<file path="config.mk">
export PLATFORM = sky130hd
export DESIGN_NAME = amc_mode_regs
export DESIGN_NICKNAME = d
export VERILOG_FILES = /design/src/verilog/amc_pkg.sv /design/src/verilog/amc_fmt_if.sv /design/src/verilog/amc_word_fmt.sv /design/src/verilog/amc_mode_regs.sv
export SDC_FILE = /design/constraint.sdc
export NUM_CORES = 1
export LEC_CHECK = 0
export ABC_AREA = 1
export BUFFER_PORTS_ARGS = -buffer_cell sky130_fd_sc_hd__buf_2
export CORE_ASPECT_RATIO = 1.75
export CORE_MARGIN = 4
export CORE_UTILIZATION = 30
export CTS_CLUSTER_DIAMETER = 60
export DETAILED_ROUTE_END_ITERATION = 12
export PLACE_DENSITY = 0.58
export SYNTH_ARGS = -nofsm -noshare
export SYNTH_HDL_FRONTEND = slang
export SYNTH_SLANG_ARGS = --single-unit
</file>
<file path="constraint.sdc">
create_clock -name ref_clk -period 1.8 [get_ports ref_clk]
set_clock_uncertainty 0.2 [all_clocks]
set_input_delay 0.36 -clock ref_clk [delete_from_list [all_inputs] [get_ports ref_clk]]
set_output_delay 0.36 -clock ref_clk [all_outputs]
set_load 0.005 [all_outputs]
</file>
<file path="src/verilog/amc_pkg.sv">
/*
   Package for the mode configuration register block: field positions,
   reset values, encodings and timing of the conversion-ready pin.
   Assumes a single 10 MHz clock and an active-low asynchronous reset.
*/
package amc_pkg;
   localparam int              REG_W          = 16;
   localparam int              RST_FLAG_BIT   = 10;
   localparam int              WLEN_HI        = 9;
   localparam int              WLEN_LO        = 8;
   localparam int              RSVD_HI        = 7;
   localparam int              RSVD_LO        = 5;
   localparam int              TIMEOUT_BIT    = 4;
   localparam int              RSRC_HI        = 3;
   localparam int              RSRC_LO        = 2;
   localparam int              FLOAT_BIT      = 1;
   localparam int              PULSE_BIT      = 0;
   localparam logic [15:0]     MODE_RESET     = 16'h0510;
   localparam logic [15:0]     MODE_WMASK     = 16'h07ff;
   localparam logic [1:0]      WLEN_16        = 2'h0;
   localparam logic [1:0]      WLEN_24        = 2'h1;
   localparam logic [1:0]      WLEN_32_ZERO   = 2'h2;
   localparam logic [1:0]      WLEN_32_SIGN   = 2'h3;
   localparam logic [1:0]      RSRC_LAG       = 2'h0;
   localparam logic [1:0]      RSRC_OR        = 2'h1;
   localparam int              CLK_HZ         = 10_000_000;
   localparam int              PULSE_NS       = 200;
   localparam int              PULSE_CYC      = (PULSE_NS * (CLK_HZ / 1_000_000) + 999) / 1000;
   typedef enum logic [1:0] {AMC_W16, AMC_W24, AMC_W32} amc_width_type;
endpackage : amc_pkg

</file>
<file path="src/verilog/amc_fmt_if.sv">
/*
   Carrier between the register block and the word formatter.
   Assumes both ends share the block's clock.
*/
interface amc_fmt_if;
   logic [1:0]  word_width_sel;
   logic [23:0] result;
   logic [31:0] word;
   logic [5:0]  word_bits;
   modport regs (output word_width_sel, output result, input word, input word_bits);
   modport fmt  (input word_width_sel, input result, output word, output word_bits);
endinterface : amc_fmt_if

</file>
<file path="src/verilog/amc_word_fmt.sv">
/*
   Data word formatter: shapes a 24-bit result to the chosen word width.
   Assumes the result is stable while the word is read; output is registered.
*/
module amc_word_fmt
(
   input  wire logic     clk,
   input  wire logic     rst_n,
   amc_fmt_if.fmt        f
);
   import amc_pkg::*;

   always_ff @(posedge clk or negedge rst_n)
   begin
      if (!rst_n)
      begin
         f.word      <= 32'h0000_0000;
         f.word_bits <= 6'h18;
      end
      else
      begin
         case (f.word_width_sel)
            WLEN_16:
            begin
               f.word      <= {16'h0000, f.result[23:8]};
               f.word_bits <= 6'h10;
            end
            WLEN_24:
            begin
               f.word      <= {8'h00, f.result};
               f.word_bits <= 6'h18;
            end
            WLEN_32_ZERO:
            begin
               f.word      <= {f.result, 8'h00};
               f.word_bits <= 6'h20;
            end
            default:
            begin
               f.word      <= {{8{f.result[23]}}, f.result};
               f.word_bits <= 6'h20;
            end
         endcase
      end
   end
endmodule : amc_word_fmt

</file>
<file path="src/verilog/amc_mode_regs.sv">
/*
   Mode configuration register (low half) with conversion-ready pin driver
   and data word shaping. Register reached by a plain write/read port
   driven by the serial interface decoder. Channel ready levels arrive as
   one-cycle pulses per channel, synchronous to ref_clk.
*/
module amc_mode_regs
#(
   parameter int NCH = 8
)
(
   input  wire logic                ref_clk,
   input  wire logic                rstn,
   input  wire logic                reg_wr_en,
   input  wire logic [15:0]         reg_wr_data,
   output logic [15:0]              reg_rd_data,
   input  wire logic [NCH-1:0]      ch_enable,
   input  wire logic [NCH-1:0]      ch_ready,
   input  wire logic                data_read,
   input  wire logic [23:0]         conv_result,
   output logic [31:0]              data_word,
   output logic [5:0]               data_word_bits,
   output logic                     spi_timeout_en,
   output logic                     conversion_ready_pin_o,
   output logic                     conversion_ready_pin_oe
);
   import amc_pkg::*;

   logic [15:0]      mode_r;
   logic [NCH-1:0]   seen_r;
   logic             avail_r;
   logic [7:0]       pulse_cnt_r;
   logic             pulse_r;
   logic [NCH-1:0]   en_ready;
   logic [NCH-1:0]   seen_nxt;
   logic             event_now;
   amc_fmt_if        fmt_bus ();

   // Register: reset sets flag and defaults, writes store bits 9:0 and clear bits 15:11
   always_ff @(posedge ref_clk or negedge rstn)
   begin
      if (!rstn)
         mode_r <= MODE_RESET;
      else if (reg_wr_en)
      begin
         mode_r               <= reg_wr_data & MODE_WMASK;
         mode_r[RST_FLAG_BIT] <= reg_wr_data[RST_FLAG_BIT] & mode_r[RST_FLAG_BIT];
      end
   end

   // Flag can only be cleared by writing 0; writing 1 keeps it unchanged
   assign reg_rd_data    = mode_r;
   assign spi_timeout_en = mode_r[TIMEOUT_BIT];

   assign en_ready = ch_ready & ch_enable;
   assign seen_nxt = seen_r | en_ready;

   // Data-ready event per source selection
   always_comb
   begin
      case (mode_r[RSRC_HI:RSRC_LO])
         RSRC_LAG: event_now = (ch_enable != '0) && ((seen_nxt & ch_enable) == ch_enable);
         RSRC_OR:  event_now = |en_ready;
         default:  event_now = (seen_r == '0) && (|en_ready);
      endcase
   end

   // Tracks which enabled channels have reported this conversion round
   always_ff @(posedge ref_clk or negedge rstn)
   begin
      if (!rstn)
         seen_r <= '0;
      else if (event_now && mode_r[RSRC_HI:RSRC_LO] == RSRC_LAG)
         seen_r <= '0;
      else if ((seen_nxt & ch_enable) == ch_enable)
         seen_r <= '0;
      else
         seen_r <= seen_nxt & ch_enable;
   end

   // Data available until read; new event wins over read
   always_ff @(posedge ref_clk or negedge rstn)
   begin
      if (!rstn)
         avail_r <= 1'b0;
      else if (event_now)
         avail_r <= 1'b1;
      else if (data_read)
         avail_r <= 1'b0;
   end

   // Fixed-length low pulse
   always_ff @(posedge ref_clk or negedge rstn)
   begin
      if (!rstn)
      begin
         pulse_cnt_r <= 8'h00;
         pulse_r     <= 1'b0;
      end
      else if (event_now)
      begin
         pulse_cnt_r <= 8'(PULSE_CYC - 1);
         pulse_r     <= 1'b1;
      end
      else if (pulse_cnt_r != 8'h00)
         pulse_cnt_r <= pulse_cnt_r - 8'h01;
      else
         pulse_r     <= 1'b0;
   end

   // Pin: low when active, else idle high or floating
   always_ff @(posedge ref_clk or negedge rstn)
   begin
      if (!rstn)
      begin
         conversion_ready_pin_o  <= 1'b1;
         conversion_ready_pin_oe <= 1'b1;
      end
      else if (mode_r[PULSE_BIT] ? pulse_r : avail_r)
      begin
         conversion_ready_pin_o  <= 1'b0;
         conversion_ready_pin_oe <= 1'b1;
      end
      else
      begin
         conversion_ready_pin_o  <= 1'b1;
         conversion_ready_pin_oe <= ~mode_r[FLOAT_BIT];
      end
   end

   assign fmt_bus.word_width_sel = mode_r[WLEN_HI:WLEN_LO];
   assign fmt_bus.result         = conv_result;
   assign data_word              = fmt_bus.word;
   assign data_word_bits         = fmt_bus.word_bits;

   amc_word_fmt u_fmt
   (
      .clk   (ref_clk),
      .rst_n (rstn),
      .f     (fmt_bus.fmt)
   );
endmodule : amc_mode_regs

</file>
==> metrics.txt <==
FMAX between 500 and 600 MHz; CTS H-tree lvls 3; DRC Markers 0; first-pass GRT wire length between 10000 and 15000 um; Iteration-0 DRC Markers 77; Nets 481; Num CTS Buffers 9; Synth async-reset ratio 100%; Root Buffer clkbuf_16; Crit Path Category reg -> out; Routed Antenna Nets 0; Gate Count Post-Synth between 300 and 400; Worst Setup EP reg_rd_data[8]; # rows between 40 and 50; Core Box Area between 9000 and 10000 um^2; Leakage Power just over 2 nW; Reg2Reg Depth 4; first drt pass iteration count 4; worst setup margin around 130 ps; most common flop cell mapped by yosys dfrtp_1; post-synthesis cell type count 33; commonest cells in the synthesized netlist dfrtp_1, nand2_1, inv_1; max-cap violations 0; vias per cell ~4.5; Die X slightly above 80 um; Avg Synthesized Cell Area ~9.5 um^2; largest net degree at the start of global routing 67; synth top area cells dfrtp_1, dfstp_2, nand2_1; All-Layer GR Usage 14.4%; Post-Syn Area a little under 3000 um^2; Worst Max-Slew Pin Slew between 500 and 600 ps; HPWL Detailed 5790 um; vias in the first global route ~2600; critical path startpoint reg_rd_data[8]; status complete, no violations; IO Pins about 120; RSZ-0062 raised after global routing false; flops & latches, synth 66; Setup-failing EPs final 0; hold crit path type in -> reg; r2r startpoint reg_rd_data[8]; sequential area share after synthesis between 50% and 60%; Routability Congestion 0.811; fin. max-slew vios 0; port bufs a little over 100; die area between 10000 and 15000 um^2; pre-CTS WS ~140 ps; Final Instance Count excl. Fillers approximately 550; most frequent cell after synthesis dfrtp_1; endpoints failing hold 0; power density over cell area between 1000 and 1500 nW/um^2; CTS tree built; Post-Place Cells roughly 530; remaining global-route overflow 0; Post-Route WL 7630 um; Post-synth EDFFs 0; end of the worst register-to-register path u_fmt.f.word[14]; relative max-transition margin 66.3%; CTS sink cnt 66; DR WL/cell 14.0 um; area leader, netlist dfrtp_1; R2R setup slack 180 ps; crit share post-route a little over 90%; YS warnings 0; worst path required time between 1000 and 1500 ps; Clock Path Buffers 2; Synth top area share 50.6%; WP data arrival between 1000 and 1500 ps; Worst-Skew Late Latency approximately 320 ps; VDD IR max ~0.58 mV; crit start category flip-flop; crit path max fanout 6; Crit. End Element output port; Area Overhead vs Synth 33.4%; layout cells sized above 1 a little under two fifths; DR vias approximately 2500; Ant. Diodes 0; initial antenna violation count 0; Sum Neg Setup Slack 0 ps; clock transition at the registers of the reported paths around 60 ps; Initial Utilization between 30% and 40%; chip height roughly 140 um; Final Critical Period around 1700 ps
[final cells by class]
class	count	area (um^2)
clock buffers	10	239
clock inverters	6	88.8
fillers	961	5580
inverters	46	173
multi-input cells	187	1000
flip-flops and latches	66	1660
well taps	122	153
repair buffers	109	576
[repair_timing]
action                     CTS  global route
gates resized for setup      0             0
setup endpoints to repair    1             0
hold buffers                 1             0
buffers inserted             2             0
hold endpoints to repair    59             0
[report_power, final]
part | switching [mW] | total [mW] | internal (mW)
Clock | 0.653 | 1.90 | 1.25
Combinational | 0.613 | 1.03 | 0.421
Sequential | 0.113 | 1.83 | 1.72
Total | 1.38 | 4.77 | 3.39
[through the flow]
step                      total power, mW  util (%)  cell area, um^2  hold WS, ps
after detailed placement             2.89      37.4             3540          211
after global routing                 5.07      41.1             3890         5.89
after CTS                            4.85      41.1             3890         1.96
after global placement               2.86      37.4             3540          202
after floorplan                      2.52         -             2940         -136
final                                4.77      41.1             3890         13.1
[kinds of logic (layout without fill, tap and decap cells)]
| family | Yosys count | in the layout | share of synthesized area [%] |
|---|---|---|---|
| AND/OR/NAND/NOR | 114 | 114 | 18.4 |
| buffers and inverters | 62 | 171 | 9.61 |
| other | 1 | 8 | 0.129 |
| adder cells (fa/ha/maj) | 2 | 2 | 0.858 |
| multiplexers | 5 | 5 | 1.93 |
| XOR/XNOR | 3 | 3 | 0.901 |
| flip-flops | 66 | 66 | 57.0 |
| AO/OA/AOI/OAI | 55 | 55 | 11.2 |
[placed cells by master (no fill, tap or decap), types with 3 or more instances in the layout]
cell       instances
buf_2            103
buf_4              4
clkbuf_16          9
conb_1             8
dfrtp_1           59
dfstp_2            7
inv_1             42
inv_2              4
mux2_2             5
nand2_1           49
nand2_2            6
nand3_1           13
nand4_1            5
nor2_1            30
nor2_2             3
nor2_4             3
o21ai_0           32
o221ai_1           6
o22ai_1           10
[flip-flops by register name, summed over array words and instances (netlist names)]
name	flops
conversion_ready_pin_oe	1
reg_rd_data	11
u_fmt.f.word_bits	3
avail_r	1
pulse_cnt_r	8
pulse_r	1
conversion_ready_pin_o	1
seen_r	8
u_fmt.f.word	32
[metal layers]
layer	global-route usage [%]	share of wire, %
met5	0	0
met2	24.4	53
met4	7.15	2.3
met1	15.6	37
met3	4.43	7.3
[worst min path at each step]
stage | endpoint | slack, ps | cells past startpoint | start
after detailed placement | seen_r[1] | 210 | 2 | rstn
after global routing | avail_r | 6 | 2 | data_read
after CTS | avail_r | 2 | 2 | data_read
final | avail_r | 10 | 2 | data_read
after global placement | conversion_ready_pin_oe | 200 | 1 | reg_rd_data[1]
after floorplan | avail_r | -140 | 0 | rstn
[critical path, cell delays in order, from the launching register on]
cell,delay (ps)
dfstp_2,530
buf_4,140
buf_2,120
(Power assumes the default switching activity.)
